--- config.mk ---
export PLATFORM = sky130hd
export DESIGN_NAME = ocgs_top
export DESIGN_NICKNAME = d
export VERILOG_FILES = /design/src/logic/ocgs_pkg.sv /design/src/logic/ocgs_sync.sv /design/src/logic/ocgs_top.sv
export VERILOG_INCLUDE_DIRS = /design/src /design/src/logic
export SDC_FILE = /design/constraint.sdc
export NUM_CORES = 1
export LEC_CHECK = 0
export BUFFER_PORTS_ARGS = -buffer_cell sky130_fd_sc_hd__buf_2
export CORE_UTILIZATION = 52
export CTS_CLUSTER_SIZE = 30
export DETAILED_ROUTE_END_ITERATION = 6
export GPL_ROUTABILITY_DRIVEN = 0
export PLACE_DENSITY = 0.83
export SETUP_SLACK_MARGIN = 0.5
export SLEW_MARGIN = 20
export SYNTH_ARGS = -nofsm -noshare
export SYNTH_HDL_FRONTEND = slang
export SYNTH_HIERARCHICAL = 1
export SYNTH_SLANG_ARGS = --single-unit
--- constraint.sdc ---
create_clock -name SYS_CLK_IN -period 1.84 [get_ports SYS_CLK_IN]
set_input_delay 0.46 -clock SYS_CLK_IN [delete_from_list [all_inputs] [get_ports SYS_CLK_IN]]
set_output_delay 0.46 -clock SYS_CLK_IN [all_outputs]
set_load 0.03 [all_outputs]
--- src/logic/ocgs_cfg.svh ---
`ifndef OCGS_CFG_SVH
`define OCGS_CFG_SVH

// ----------------------------------------------------------------------------
// Counts and timing
// ----------------------------------------------------------------------------
`define OCGS_TRUNC_LIMIT       4'ha
`define OCGS_CLK_PERIOD_PS     8000
`define OCGS_HS_OFF_DELAY_PS   20000
`define OCGS_LS_ON_DELAY_PS    16000
`define OCGS_HS_OFF_CYC        ((`OCGS_HS_OFF_DELAY_PS + `OCGS_CLK_PERIOD_PS - 1) / `OCGS_CLK_PERIOD_PS)
`define OCGS_LS_ON_CYC         ((`OCGS_LS_ON_DELAY_PS + `OCGS_CLK_PERIOD_PS - 1) / `OCGS_CLK_PERIOD_PS)
`define OCGS_DLY_W             4

`endif

--- src/logic/ocgs_pkg.sv ---
package ocgs_pkg;

	typedef enum logic [2:0] {
		GATE_IDLE,
		GATE_HIGH_ON,
		GATE_HS_OFF_WAIT,
		GATE_HS_DISCHARGE,
		GATE_LS_ON_WAIT,
		GATE_LOW_ON
	} ocgs_gate_t;

endpackage : ocgs_pkg

--- src/logic/ocgs_sync.sv ---
`timescale 1ns/10ps

// ----------------------------------------------------------------------------
// Three-stage synchroniser, change accepted when stages two and three agree
// ----------------------------------------------------------------------------
module ocgs_sync (
	// Clock and reset
	input  wire logic clk_in,
	input  wire logic rst_in,
	// Asynchronous level and its filtered copy
	input  wire logic async_in,
	output logic      level_out
);

	logic s1_r;
	logic s2_r;
	logic s3_r;

	always_ff @(posedge clk_in) begin
		if (rst_in) begin
			s1_r <= 1'b0;
			s2_r <= 1'b0;
			s3_r <= 1'b0;
		end else begin
			s1_r <= async_in;
			s2_r <= s1_r;
			s3_r <= s2_r;
		end
	end

	always_ff @(posedge clk_in) begin
		if (rst_in)
			level_out <= 1'b0;
		else if (s2_r == s3_r)
			level_out <= s3_r;
	end

endmodule : ocgs_sync

--- src/logic/ocgs_top.sv ---
// How it works
// - Overcurrent during on-time ends high-side early
// - Count consecutive truncated PWM cycles
// - First untruncated cycle clears the count
// - Tenth truncation drives fault output high
// - Fault latched until a supply power-cycles
// - PWM low starts high-side turn-off delay
// - High-side gate below threshold starts low-side delay
// - Low-side turns on ignoring switch node
// - Temperature reported only with both supplies good
`timescale 1ns/10ps
`include "ocgs_cfg.svh"

module ocgs_top (
	// Clock and reset
	input  wire logic SYS_CLK_IN,
	input  wire logic RST_IN,
	// Controller side
	input  wire logic PWM_IN,
	output logic      TEMP_FAULT_OUT,
	output logic      TEMP_REPORT_EN_OUT,
	// Power stage sense
	input  wire logic OVERCURRENT_IN,
	input  wire logic HS_GATE_OFF_IN,
	input  wire logic CONTROL_SUPPLY_OK_IN,
	input  wire logic DRIVER_SUPPLY_OK_IN,
	input  wire logic TEMP_LEVEL_IN,
	// Gate drive
	output logic      HIGH_GATE_DRIVE_OUT,
	output logic      LOW_GATE_DRIVE_OUT
);
	import ocgs_pkg::*;

	logic                  pwm_s;
	logic                  oc_s;
	logic                  hs_off_s;
	logic                  vc_s;
	logic                  vd_s;
	logic                  temp_s;
	logic                  pwm_d_r;
	logic                  supplies_ok;
	logic                  pwm_rise;
	logic                  pwm_fall;
	logic                  trunc_r;
	logic [3:0]            trunc_cnt_r;
	logic                  fault_r;
	ocgs_gate_t            gate_r;
	ocgs_gate_t            gate_nxt;
	logic [`OCGS_DLY_W-1:0] dly_r;

	// ------------------------------------------------------------------------
	// Decode helpers
	// ------------------------------------------------------------------------
	// On-time being cut short by overcurrent right now
	function automatic logic cutting_now(input ocgs_gate_t st, input logic oc);
		return (st == GATE_HIGH_ON) && oc;
	endfunction : cutting_now

	// First edge of a wait state, where its delay loads
	function automatic logic entering(input ocgs_gate_t st, input ocgs_gate_t nxt, input ocgs_gate_t wait_st);
		return (nxt == wait_st) && (st != wait_st);
	endfunction : entering

	// ------------------------------------------------------------------------
	// Input synchronisers
	// ------------------------------------------------------------------------
	// Every input but SYS_CLK_IN and RST_IN crosses in, so each one costs about four cycles of latency
	ocgs_sync u_pwm (
		.clk_in    (SYS_CLK_IN),
		.rst_in    (RST_IN),
		.async_in  (PWM_IN),
		.level_out (pwm_s)
	);

	ocgs_sync u_oc (
		.clk_in    (SYS_CLK_IN),
		.rst_in    (RST_IN),
		.async_in  (OVERCURRENT_IN),
		.level_out (oc_s)
	);

	ocgs_sync u_hs (
		.clk_in    (SYS_CLK_IN),
		.rst_in    (RST_IN),
		.async_in  (HS_GATE_OFF_IN),
		.level_out (hs_off_s)
	);

	ocgs_sync u_vc (
		.clk_in    (SYS_CLK_IN),
		.rst_in    (RST_IN),
		.async_in  (CONTROL_SUPPLY_OK_IN),
		.level_out (vc_s)
	);

	ocgs_sync u_vd (
		.clk_in    (SYS_CLK_IN),
		.rst_in    (RST_IN),
		.async_in  (DRIVER_SUPPLY_OK_IN),
		.level_out (vd_s)
	);

	ocgs_sync u_tm (
		.clk_in    (SYS_CLK_IN),
		.rst_in    (RST_IN),
		.async_in  (TEMP_LEVEL_IN),
		.level_out (temp_s)
	);

	assign supplies_ok = vc_s & vd_s;
	assign pwm_rise    = pwm_s & ~pwm_d_r;
	assign pwm_fall    = ~pwm_s & pwm_d_r;

	// Resets to the idle level of the pin, so no false rise follows reset
	always_ff @(posedge SYS_CLK_IN) begin
		if (RST_IN)
			pwm_d_r <= 1'b0;
		else
			pwm_d_r <= pwm_s;
	end

	// ------------------------------------------------------------------------
	// Truncation tracking
	// ------------------------------------------------------------------------
	// Truncation is noted when overcurrent ends an on-time; judged at each PWM fall
	always_ff @(posedge SYS_CLK_IN) begin
		if (RST_IN)
			trunc_r <= 1'b0;
		else if (pwm_rise)
			trunc_r <= 1'b0;
		else if (cutting_now(gate_r, oc_s))
			trunc_r <= 1'b1;
	end

	// Saturates at the limit, so the latch input stays asserted

	always_ff @(posedge SYS_CLK_IN) begin
		if (RST_IN || !supplies_ok)
			trunc_cnt_r <= 4'h0;
		else if (pwm_fall) begin
			if (trunc_r || cutting_now(gate_r, oc_s)) begin
				if (trunc_cnt_r != `OCGS_TRUNC_LIMIT)
					trunc_cnt_r <= trunc_cnt_r + 4'h1;
			end else
				trunc_cnt_r <= 4'h0;
		end
	end

	// Only a supply drop clears the latch; PWM activity never does
	always_ff @(posedge SYS_CLK_IN) begin
		if (RST_IN)
			fault_r <= 1'b0;
		else if (!supplies_ok)
			fault_r <= 1'b0;
		else if (trunc_cnt_r == `OCGS_TRUNC_LIMIT)
			fault_r <= 1'b1;
	end

	// ------------------------------------------------------------------------
	// Gate sequencing
	// ------------------------------------------------------------------------
	// Limitation: a PWM rise during the discharge or low-side wait is not kept
	always_comb begin
		gate_nxt = gate_r;
		unique case (gate_r)
			GATE_IDLE:         if (supplies_ok) gate_nxt = pwm_s ? GATE_HIGH_ON : GATE_LOW_ON;
			GATE_HIGH_ON:      if (!pwm_s || oc_s) gate_nxt = GATE_HS_OFF_WAIT;
			GATE_HS_OFF_WAIT:  if (dly_r == '0) gate_nxt = GATE_HS_DISCHARGE;
			GATE_HS_DISCHARGE: if (hs_off_s) gate_nxt = GATE_LS_ON_WAIT;
			GATE_LS_ON_WAIT:   if (dly_r == '0) gate_nxt = GATE_LOW_ON;
			GATE_LOW_ON:       if (pwm_rise) gate_nxt = GATE_HIGH_ON;
		endcase
		if (!supplies_ok)
			gate_nxt = GATE_IDLE;
	end

	always_ff @(posedge SYS_CLK_IN) begin
		if (RST_IN)
			gate_r <= GATE_IDLE;
		else
			gate_r <= gate_nxt;
	end

	// Delay loads on entry to each wait state
	always_ff @(posedge SYS_CLK_IN) begin
		if (RST_IN)
			dly_r <= '0;
		else if (entering(gate_r, gate_nxt, GATE_HS_OFF_WAIT))
			dly_r <= `OCGS_DLY_W'(`OCGS_HS_OFF_CYC - 1);
		else if (entering(gate_r, gate_nxt, GATE_LS_ON_WAIT))
			dly_r <= `OCGS_DLY_W'(`OCGS_LS_ON_CYC - 1);
		else if (dly_r != '0)
			dly_r <= dly_r - 1'b1;
	end

	// Low gate only after discharge confirmed, or straight from idle with PWM low, so the two never overlap
	always_ff @(posedge SYS_CLK_IN) begin
		if (RST_IN) begin
			HIGH_GATE_DRIVE_OUT <= 1'b0;
			LOW_GATE_DRIVE_OUT  <= 1'b0;
		end else begin
			HIGH_GATE_DRIVE_OUT <= (gate_nxt == GATE_HIGH_ON) ||
			                       (gate_nxt == GATE_HS_OFF_WAIT && !pwm_s && !oc_s);
			LOW_GATE_DRIVE_OUT  <= (gate_nxt == GATE_LOW_ON);
		end
	end

	// ------------------------------------------------------------------------
	// Shared temperature and fault output
	// ------------------------------------------------------------------------
	always_ff @(posedge SYS_CLK_IN) begin
		if (RST_IN)
			TEMP_REPORT_EN_OUT <= 1'b0;
		else
			TEMP_REPORT_EN_OUT <= supplies_ok & ~fault_r;
	end

	// Fault level wins over temperature while latched
	always_ff @(posedge SYS_CLK_IN) begin
		if (RST_IN)
			TEMP_FAULT_OUT <= 1'b0;
		else if (fault_r)
			TEMP_FAULT_OUT <= 1'b1;
		else
			TEMP_FAULT_OUT <= supplies_ok & temp_s;
	end

endmodule : ocgs_top

# Yosys cells after proc, flatten, opt, wreduce, memory -nomap -nowiden
# Index checks and enable logic that the tools add are counted.
# word_totals
ff_bits,42
input_bits,8
output_inout_bits,4
elab_cells,103
# classes
n_addsub,2
eq_ne,20
mux,14
bitwise_logic,9
reduce_logical,22
# ops
operator,n
$mux W3,7
$pmux W3 S6,1
$eq A3 B3 Y1 const B,4
$eq A3 B2 Y1 const B,3
$mux W4,2
$eq A1 B1 Y1,6
$eq A3 B1 Y1 const B,2
$mux W2,3
$reduce_or A2 Y1,3
$and A1 B1 Y1,5
$logic_and A1 B1 Y1,5
$add A4 B1 Y4 const B,1
$eq A4 B4 Y1 const B,1
$logic_not A4 Y1,1
$logic_or A1 B1 Y1,4
$ne A4 B4 Y1 const B,1
$not A1 Y1,4
$reduce_bool A4 Y1,1
$sub A4 B1 Y4 const B,1
$logic_not A1 Y1,3
$logic_not A3 Y1,1
$ne A3 B2 Y1 const B,1
$ne A3 B3 Y1 const B,1
$reduce_bool A3 Y1,1
other kinds (5),5

# Longest topological paths before layout
# Gate-level depths: netlist of the first run.
# depth
ltp_word,9
mapped_depth,8
depth_no_buf,7

# Hierarchy
# The synthesis of the first run kept the hierarchy.
# by_module_without_submodules
module,n_inst,cells_each,area_each_um2,seq_area_each_um2
ocgs_top,1,106,944.7,360.3
ocgs_sync,6,10,112.6,80.1

# Least setup slack after synthesis of the first run
# OpenSTA, ideal clock, no wires.
# synth_timing
path_kind,register to register
from,reg dly_r[0]
to,reg HIGH_GATE_DRIVE_OUT
setup_ns,0.070
arrival_ns,1.720
t_required_ns,1.770
setup_slack_ns,0.050
stages_incl_launch_ff,9
path_buffers,1
period_less_slack_ns,1.790
cell_sequence,dfxtp_1 > inv_1 > ha_1 > or3b_1 > buf_2 > nand3_1 > and3_4 > or4_1 > a21oi_1
# synth_between
elab_chain_len,8
word_cells_on_any_way,10
cone_classes,eq/ne (2); mux (4); reduce/logical (4)
# synth_lines
element,line_no,text
"start, declared",ocgs_top.sv:49,logic [`OCGS_DLY_W-1:0] dly_r;
"start signal, assigned",ocgs_top.sv:189,dly_r <= `OCGS_DLY_W'(`OCGS_HS_OFF_CYC - 1);
"start signal, assigned",ocgs_top.sv:191,dly_r <= `OCGS_DLY_W'(`OCGS_LS_ON_CYC - 1);
"start signal, assigned",ocgs_top.sv:193,dly_r <= dly_r - 1'b1;
$logic_not A4 Y1 (*),"ocgs_top.sv:168, ocgs_top.sv:170",
$mux W3 (on tied branches),"ocgs_top.sv:170, ocgs_top.sv:168",
$pmux W3 S6 (*),ocgs_top.sv:165,unique case (gate_r)
$mux W3 (*),ocgs_top.sv:173,if (!supplies_ok)
$eq A3 B2 Y1,ocgs_top.sv:203,(gate_nxt == GATE_HS_OFF_WAIT && !pwm_s && !oc_s);
$logic_and A1 B1 Y1 (2 in a row),ocgs_top.sv:203,
$logic_or A1 B1 Y1 (*),ocgs_top.sv:202,HIGH_GATE_DRIVE_OUT <= (gate_nxt == GATE_HIGH_ON) ||
"end signal, assigned",ocgs_top.sv:202,
"end, declared",ocgs_top.sv:29,"output logic HIGH_GATE_DRIVE_OUT,"
# Every way passes the cells marked *; elsewhere a longest branch is shown, timed or not.
# A chain may end at the register's enable or synchronous reset.

# Final worst setup path of the first run
# layout_timing
from,reg u_oc.level_out
to,reg HIGH_GATE_DRIVE_OUT
# layout_between
elab_chain_len,8
word_cells_on_any_way,10
cone_classes,eq/ne (2); mux (3); reduce/logical (5)
# layout_lines
element,line_no,text
"start, declared",ocgs_sync.sv:12,output logic level_out
"start signal, assigned",ocgs_sync.sv:35,level_out <= s3_r;
$logic_or A1 B1 Y1,ocgs_top.sv:167,GATE_HIGH_ON: if (!pwm_s || oc_s) gate_nxt = GATE_HS_OFF_WAIT;
$mux W3,ocgs_top.sv:167,
$pmux W3 S6,ocgs_top.sv:165,
$mux W3,ocgs_top.sv:173,
$eq A3 B2 Y1,ocgs_top.sv:203,
$logic_and A1 B1 Y1 (2 in a row),ocgs_top.sv:203,
$logic_or A1 B1 Y1 (*),ocgs_top.sv:202,
# Marks and branches as above.

==> flow_metrics.tcl, run 1 <==
set metrics [dict create \
    outcome "finished, violations left" \
    violations "DRC" \
    synth-async-reset-ratio 0 \
    synth_enable_flop_cells 0 \
    synthCells 166 \
    arrival_ns 1.99 \
    post-route-period-util 0.925 \
    drc 1 \
    die_width_um 57.8 \
    reg2reg_to "HIGH_GATE_DRIVE_OUT$_SDFF_PP0_" \
    syn_nets 177 \
    placed_cell_area_sq_um 1730 \
    grt_first_pass_wirelength_um 4930 \
    routedWlPerCell_um 13.6 \
    fin_skew_ns 0.00482 \
    io_pins 12 \
    synth_seq_cells 42 \
    critPathKind "flop to flop" \
    critical-path-top-delay-family "simple AND/OR/NAND/NOR gates" \
    endpoint_kind "flop" \
    syn_area_sq_um 1620 \
    cts.sinks 42 \
    rr_worst_depth 5 \
    crit_required_ns 2.13 \
    min_path_type "primary input to flop" \
    antenna_found_initial 0 \
    fin_area_sq_um 1930 \
    finish.utilization 0.676 \
    synth_cell_types 40 \
    grt.total_usage 0.199 \
    rsz0062_at_grt "yes" \
    fin_crit_ns 1.70 \
    rrSetupSlack_ns 0.14 \
    startpoint "u_oc/level_out$_SDFFE_PP0N_" \
    endpoint "HIGH_GATE_DRIVE_OUT$_SDFF_PP0_" \
    fin_nets 202 \
    slowest_stage "dfxtp_1" \
    root_buffer "clkbuf_4" \
    reg2reg_from "u_oc/level_out$_SDFFE_PP0N_" \
    crit_chain "nand2b_1 -> nand3b_1 -> a21o_1 -> or4_1 -> a21oi_1" \
    ant_nets 0 \
    startpoint_type "flop" \
    dieArea_sq_um 3340 \
    max_freq_mhz 588 \
    cp.buffers_inverters 0 \
    finalSetupViolCount 0 \
    viasPerCell 5.64 \
    worstPathMaxFanout 5 \
    clkTransAtPathRegs_ns 0.12 \
    setup_ws_ns 0.139 \
    vias 1257 \
    synth_top_area_share 0.519 \
    slowest_delay_ns 0.49 \
    cts_tree "yes" \
    areaGrowthSynthToFinish_pct 19.1 \
    synth.yosys.seq_area_share 0.519 \
    coreArea_sq_um 2850 \
    cellPowerDensity_nw_per_um2 967 \
    overflow 0 \
    start_util 0.568 \
    hold_violations 0 \
    synthTopCellsByArea "dfxtp_1 52%, nor2b_1 8.1%, a21oi_1 3.7%" \
    p_leak_nw 0.718 \
    yosysMostFrequentCell "dfxtp_1" \
    drive_above_1_share 0.313 \
    first_pass_iters 6 \
    slew_headroom 0.703 \
    cts_buffer_depth 2 \
    worst_pin_slew_ns 0.440 \
    finalWirelength_um 3040 \
    instances_no_fill 223 \
    reg_top3 "dly_r x4, trunc_cnt_r x4, gate_r x3" \
    numCtsBuffers 5 \
    drt-initial-drc-count 59 \
    die_h_um 57.8 \
    antenna_cells 0 \
    h-tree-depth 2 \
    peakVddDrop_mv 0.578 \
    synthFlopType "dfxtp_1" \
    holdBufCountCts 0 \
    port_buffers 11 \
    clock_latency_ns 0.35 \
    ys_warn_count 6 \
    cap_violations 0 \
    yosysTopAreaCell "dfxtp_1" \
    rows 19 \
    n_fill_cell 221 \
    dp_hpwl_um 1960 \
    placed_cells 207 \
    dpl_worst_slack_ns 0.0158 \
    slew_violations 0 \
    grt_pass1_vias 1199 \
    tns_ns 0 \
    avgSynthCellArea_sq_um 9.76 \
    synth.top_cells.by_count "42 x dfxtp_1, 21 x nor2b_1, 14 x nand2_1" \
    grt_max_degree 27 \
    path_depth 5 \
]
## worst min path at each step
stage               slack (ns)                  from  cells past startpoint                       endpoint
finish                    0.31        HS_GATE_OFF_IN                      2           u_hs/s1_r$_SDFF_PP0_
global route              0.29  CONTROL_SUPPLY_OK_IN                      2           u_vc/s1_r$_SDFF_PP0_
CTS                       0.30   DRIVER_SUPPLY_OK_IN                      2           u_vd/s1_r$_SDFF_PP0_
detailed placement        0.40  fault_r$_SDFFE_PP0N_                      1  TEMP_REPORT_EN_OUT$_SDFF_PP0_
global placement          0.40  fault_r$_SDFFE_PP0N_                      1  TEMP_REPORT_EN_OUT$_SDFF_PP0_
floorplan                 0.39  fault_r$_SDFFE_PP0N_                      1  TEMP_REPORT_EN_OUT$_SDFF_PP0_
## per-stage QoR
stage          hold WS (ns)  power (mW)
6_report              0.309        1.87
5_1_grt               0.287        1.96
2_1_floorplan         0.393        1.27
3_3_place_gp          0.403        1.30
3_5_place_dp          0.401        1.34
4_1_cts               0.296        1.86
## worst reg2reg max path, stage by stage (launching register included)
cell	delay, ns
dfxtp_1	0.49
nand2b_1	0.22
nand3b_1	0.12
a21o_1	0.20
or4_1	0.48
a21oi_1	0.13
## power breakdown
group	internal [mW]	total, mW	switching, mW	leakage (nW)
registers	0.963	0.996	0.0329	0.347
logic	0.233	0.423	0.190	0.339
clock network	0.150	0.447	0.297	0.0322
total	1.35	1.87	0.520	0.718
## final cells by class
cell class,instances,area (sq um),share of cell area
Clock buffer,6,41.3,0.0214
Clock inverter,2,13.8,0.00713
Inverter,5,18.8,0.00973
Multi-Input combinational cell,114,796,0.412
Sequential cell,42,858,0.445
Tap cell,31,38.8,0.0201
Timing Repair Buffer,23,163,0.0843
## layout by cell type (no fill, tap or decap), types with 3 or more instances in the layout
master | netlist | routed
buf_4 | 1 | 14
clkbuf_4 | 0 | 5
nand2_1 | 14 | 14
nor2b_1 | 21 | 21
nand3_1 | 4 | 3
dfxtp_1 | 42 | 34
dfxtp_2 | 0 | 5
o21ai_1 | 6 | 7
a21oi_1 | 12 | 11
dfxtp_4 | 0 | 3
a31oi_1 | 3 | 3
nand2b_1 | 4 | 3
inv_1 | 5 | 3
nor2_1 | 12 | 11
buf_2 | 1 | 7
nand3b_1 | 4 | 4
## metal layers
layer | global-route usage | share of wire | routed length (um) | up-vias
li1 | - | - | - | 622
met1 | 0.225 | 0.40 | 1220 | 581
met2 | 0.332 | 0.51 | 1560 | 48
met3 | 0.0759 | 0.071 | 216 | 6
met4 | 0.0918 | 0.013 | 41 | 0
met5 | 0 | 0 | 0 | -
## cells by family (layout without fill, tap and decap cells)
group,count (synthesis),in the layout,synth area share
AO/OA/AOI/OAI,34,34,0.131
XOR/XNOR,3,3,0.0162
adder cells (fa/ha/maj),3,3,0.0232
buffers and inverters,10,36,0.0355
flip-flops,42,42,0.519
multiplexers,1,1,0.00695
AND/OR/NAND/NOR,73,73,0.269
## what timing repair did
item	in CTS	in global routing
buffers inserted	6	2
gates resized for setup	16	16
setup endpoints to repair	13	15
pin swaps	6	7
No activity file was read; power rests on OpenSTA's default activity.
==> run 2, diff against run 1 <==
--- a/config.mk
+++ b/config.mk
@@ -7,11 +7,11 @@
 export NUM_CORES = 1
 export LEC_CHECK = 0
 export BUFFER_PORTS_ARGS = -buffer_cell sky130_fd_sc_hd__buf_2
-export CORE_UTILIZATION = 52
+export CORE_UTILIZATION = 40
 export CTS_CLUSTER_SIZE = 30
 export DETAILED_ROUTE_END_ITERATION = 6
 export GPL_ROUTABILITY_DRIVEN = 0
-export PLACE_DENSITY = 0.83
+export PLACE_DENSITY = 0.69
 export SETUP_SLACK_MARGIN = 0.5
 export SLEW_MARGIN = 20
 export SYNTH_ARGS = -nofsm -noshare
==> run 2 against run 1 <==
  * Maximum frequency down 0.84%
  * Final cell count up 9.4%
  * Cell area up 6.5%
  * Total power up 8.3%
  * First-iteration DRC count down 24%
  * Count of clock-buffer cells in the layout down 1
  * The flow now finishes without violations
  * Worst setup slack worse by 0.014 ns
  * Clock power up 32%
==> flow_metrics.tcl, run 2 (synthesized netlist as in run 1, its figures left out) <==
set metrics [dict create \
    outcome "completed" \
    path_depth 5 \
    startpoint_type "flop" \
    dp_hpwl_um 1870 \
    port_buffers 11 \
    cap_violations 0 \
    routedWlPerCell_um 12.9 \
    grt_first_pass_wirelength_um 4860 \
    cts_tree "yes" \
    fin_skew_ns 0.00630 \
    startpoint "u_oc/level_out$_SDFFE_PP0N_" \
    peakVddDrop_mv 0.565 \
    n_fill_cell 332 \
    grt_pass1_vias 1134 \
    arrival_ns 1.96 \
    first_pass_iters 4 \
    hold_violations 0 \
    cts_buffer_depth 2 \
    rows 22 \
    p_int_mw 1.47 \
    coreArea_sq_um 3770 \
    clock_latency_ns 0.30 \
    placed_cells 223 \
    fin_nets 206 \
    layout_common_cells "35 x dfxtp_1, 21 x nor2b_1, 14 x buf_4" \
    grt.total_usage 0.156 \
    min-delay-start "OVERCURRENT_IN" \
    grt_max_degree 27 \
    dpl_worst_slack_ns 0.0265 \
    endpoint_kind "flop" \
    rsz0062_at_grt "yes" \
    crit_required_ns 2.08 \
    power_switching_uw 556 \
    slowest_delay_ns 0.49 \
    clkPwrFrac 0.292 \
    clkTransAtPathRegs_ns 0.08 \
    root_buffer "clkbuf_8" \
    cp.buffers_inverters 0 \
    p_seq_frac 0.493 \
    drt-initial-drc-count 45 \
    slowest_stage "or4_1" \
    finalSetupViolCount 0 \
    post-route-period-util 0.932 \
    die_width_um 65.6 \
    finalWirelength_um 3150 \
    dieArea_sq_um 4310 \
    fin_crit_ns 1.72 \
    instances_no_fill 244 \
    setup_ws_ns 0.124 \
    tns_ns 0 \
    holdBufCountCts 0 \
    p_leak_nw 0.753 \
    placed_cell_area_sq_um 1740 \
    rr_worst_depth 5 \
    numCtsBuffers 5 \
    antenna_cells 0 \
    viasPerCell 5.02 \
    pwr-share-comb 0.215 \
    slew_headroom 0.679 \
    critical-path-top-delay-family "simple AND/OR/NAND/NOR gates" \
    reg_top3 "dly_r x4, trunc_cnt_r x4, gate_r x3" \
    regArea_sq_um 860 \
    max_freq_mhz 583 \
    cts.sinks 42 \
    worstPathMaxFanout 5 \
    slew_violations 0 \
    overflow 0 \
    min_path_type "primary input to flop" \
    crit_chain "nand2b_1 -> nand3b_1 -> a21o_1 -> or4_1 -> a21oi_2" \
    multi_input_area_sq_um 850 \
    reg2reg_from "u_oc/level_out$_SDFFE_PP0N_" \
    io_pins 12 \
    total_power_mw 2.02 \
    vias 1226 \
    ant_nets 0 \
    start_util 0.430 \
    cellPowerDensity_nw_per_um2 984 \
    antenna_found_initial 0 \
    die_h_um 65.6 \
    critPathKind "flop to flop" \
    drive_above_1_share 0.367 \
    areaGrowthSynthToFinish_pct 26.8 \
    drc 0 \
    hold_depth 2 \
    final_common_cell "dfxtp_1" \
    h-tree-depth 2 \
    switching_share 0.275 \
    worst_pin_slew_ns 0.476 \
    fin_area_sq_um 2050 \
]
==> run 2: changes by cell type in the layout (fill, tap and decap cells not counted), sizes merged <==
cell and delta:
buf +3, clkinvlp +1
==> run 2: worst reg2reg max path, cell delays in order (launching register included) <==
cell and delay [ns]:
dfxtp_1 0.47, nand2b_1 0.23, nand3b_1 0.12, a21o_1 0.20, or4_1 0.49, a21oi_2 0.14
==> run 2: power groups by stage <==
stage / sequential (mW) / clock, mW / combinational, mW
after floorplan: 1.01 / 0 / 0.258
after global placement: 1.02 / 0 / 0.284
after detailed placement: 1.02 / 0 / 0.313
after CTS: 0.998 / 0.607 / 0.393
after global routing: 1.00 / 0.655 / 0.473
final: 0.997 / 0.589 / 0.435
==> run 2: timing repair <==
item / 4_1_cts / 5_1_grt
setup buffers: 7 / 6
resized for setup: 16 / 19
pin swaps: 8 / 9
endpoints found under the setup margin: 12 / 11
==> run 2: final timing paths <==
path                                                        to  slack, ns
worst min register to register   TEMP_REPORT_EN_OUT$_SDFF_PP0_       0.42
worst max register to register  HIGH_GATE_DRIVE_OUT$_SDFF_PP0_       0.12
worst min-delay path                      u_oc/s1_r$_SDFF_PP0_       0.36
worst max-delay path            HIGH_GATE_DRIVE_OUT$_SDFF_PP0_       0.12
==> run 2: per-stage QoR <==
| stage | utilization | hold WS, ns |
|---|---|---|
| floorplan | - | 0.393 |
| global placement | 0.463 | 0.402 |
| detailed placement | 0.463 | 0.405 |
| CTS | 0.512 | 0.352 |
| global route | 0.545 | 0.356 |
| finish | 0.545 | 0.356 |
==> run 2: routing by layer <==
| metal | up-vias | part of all wire | GRT usage |
|---|---|---|---|
| met5 | - | 0 | 0 |
| met4 | 0 | 0.025 | 0.109 |
| met3 | 9 | 0.037 | 0.0590 |
| met2 | 23 | 0.50 | 0.265 |
| met1 | 570 | 0.43 | 0.155 |
| li1 | 624 | - | - |
==> run 2: final cells by class <==
cell class / count / area share
multi-input cells: 114 / 0.414
inverters: 5 / 0.00914
repair buffers: 27 / 0.0859
flip-flops and latches: 42 / 0.418
clock buffers: 5 / 0.0335
clock inverters: 3 / 0.0104
well taps: 48 / 0.0292
==> run 3, diff against run 2 <==
--- a/config.mk
+++ b/config.mk
@@ -7,11 +7,13 @@
 export NUM_CORES = 1
 export LEC_CHECK = 0
 export BUFFER_PORTS_ARGS = -buffer_cell sky130_fd_sc_hd__buf_2
+export CELL_PAD_IN_SITES_DETAIL_PLACEMENT = 1
+export CELL_PAD_IN_SITES_GLOBAL_PLACEMENT = 1
 export CORE_UTILIZATION = 40
 export CTS_CLUSTER_SIZE = 30
 export DETAILED_ROUTE_END_ITERATION = 6
 export GPL_ROUTABILITY_DRIVEN = 0
-export PLACE_DENSITY = 0.69
+export PLACE_DENSITY = 0.82
 export SETUP_SLACK_MARGIN = 0.5
 export SLEW_MARGIN = 20
 export SYNTH_ARGS = -nofsm -noshare
==> run 3 against run 2 <==
  * Critical path depth is 2 higher
  * Highest routed layer unchanged
  * Die area did not move
  * First-iteration DRC count is 24% higher
  * Clock skew about the same
  * Largest cell class unchanged
==> flow_metrics.tcl, run 3 (synthesized netlist as in run 1, its figures left out) <==
set metrics [dict create \
    rr_worst_depth 7 \
    endpoint_kind "flop" \
    critPathKind "flop to flop" \
    start_util 0.430 \
    coreArea_sq_um 3770 \
    rsz0062_at_grt "yes" \
    first_pass_iters 4 \
    clkTransAtPathRegs_ns 0.07 \
    cellPowerDensity_nw_per_um2 1070 \
    areaGrowthSynthToFinish_pct 24.6 \
    reg_top3 "dly_r x4, trunc_cnt_r x4, gate_r x3" \
    slew_headroom 0.695 \
    cts_buffer_depth 2 \
    startpoint_type "flop" \
    h-tree-depth 2 \
    outcome "completed" \
    overflow 0 \
    min_path_type "primary input to flop" \
    slew_violations 0 \
    cts_tree "yes" \
    grt_max_degree 27 \
    ant_nets 0 \
    numCtsBuffers 5 \
    cts.sinks 42 \
    fin_crit_ns 1.74 \
    routedWlPerCell_um 14.0 \
    grt_pass1_vias 1226 \
    grt.total_usage 0.168 \
    worst_pin_slew_ns 0.452 \
    arrival_ns 1.91 \
    hold_violations 0 \
    fin_skew_ns 0.00620 \
    final_common_cell "dfxtp_1" \
    peakVddDrop_mv 0.549 \
    fin_nets 202 \
    hold_depth 2 \
    finish.utilization 0.535 \
    die_h_um 65.6 \
    rows 22 \
    viasPerCell 5.20 \
    finalHoldWorstSlack_ns 0.386 \
    holdBufCountCts 0 \
    max_freq_mhz 574 \
    worstPathMaxFanout 5 \
    crit_required_ns 2.01 \
    clock_latency_ns 0.28 \
    io_pins 12 \
    finalSetupViolCount 0 \
    vias 1242 \
    die_width_um 65.6 \
    dp_hpwl_um 2340 \
    drc 0 \
    port_buffers 11 \
    antenna_cells 0 \
    layout_common_cells "35 x dfxtp_1, 21 x nor2b_1, 14 x nand2_1" \
    drt-initial-drc-count 56 \
    regArea_sq_um 860 \
    antenna_found_initial 0 \
    drive_above_1_share 0.330 \
    cap_violations 0 \
    multi_input_area_sq_um 815 \
    post-route-period-util 0.946 \
    finalWirelength_um 3350 \
    root_buffer "clkbuf_8" \
    p_leak_nw 0.755 \
    dieArea_sq_um 4310 \
    n_fill_cell 422 \
    grt_first_pass_wirelength_um 5370 \
]
==> run 3: critical path, cell delays in order (launching register included) <==
cell	delay [ns]
dfxtp_2	0.33
inv_2	0.07
ha_4	0.13
or3b_4	0.40
a22oi_2	0.20
and3_4	0.27
nor3_4	0.05
o21a_1	0.18
==> run 3: through the flow <==
step	area (sq um)	setup slack, ns	total power, mW	setup TNS (ns)	cells
detailed placement	1740	-0.0970	1.33	-0.118	222
global route	2020	0.0285	2.26	0	239
CTS	1930	0.106	2.13	0	235
global placement	1740	0.0536	1.28	0	222
floorplan	1650	0.130	1.27	0	166
finish	2020	0.0989	2.15	0	239
==> run 3: timing repair <==
item,CTS,global route
endpoints found under the setup margin,12,12
gates resized for setup,14,13
buffers inserted,6,4
pin swaps,7,5
==> run 3: path summary, 6_finish.rpt <==
check | from | slack (ns) | end
hold reg to reg | fault_r$_SDFFE_PP0N_ | 0.42 | TEMP_REPORT_EN_OUT$_SDFF_PP0_
setup / recovery | dly_r[0]$_SDFFE_PP0P_ | 0.1 | dly_r[0]$_SDFFE_PP0P_
setup reg to reg | dly_r[0]$_SDFFE_PP0P_ | 0.1 | dly_r[0]$_SDFFE_PP0P_
hold / removal | DRIVER_SUPPLY_OK_IN | 0.39 | u_vd/s1_r$_SDFF_PP0_
==> run 3: layout make-up <==
class | count | share of cell area
flip-flops and latches | 42 | 0.426
multi-input cells | 114 | 0.404
repair buffers | 23 | 0.0756
clock buffers | 6 | 0.0409
well taps | 48 | 0.0298
clock inverters | 1 | 0.0149
inverters | 5 | 0.00930
==> run 3: per-layer routing <==
layer  up-vias  track usage  wire length (um)
met4         0       0.0489                27
met5         -            0                 0
li1        613            -                 -
met3         4       0.0521                90
met1       609        0.175              1390
met2        16        0.316              1850
==> run 3: power breakdown <==
| part | internal [mW] | switching (mW) |
|---|---|---|
| sequential | 0.961 | 0.0368 |
| combinational | 0.243 | 0.200 |
| clock | 0.434 | 0.280 |
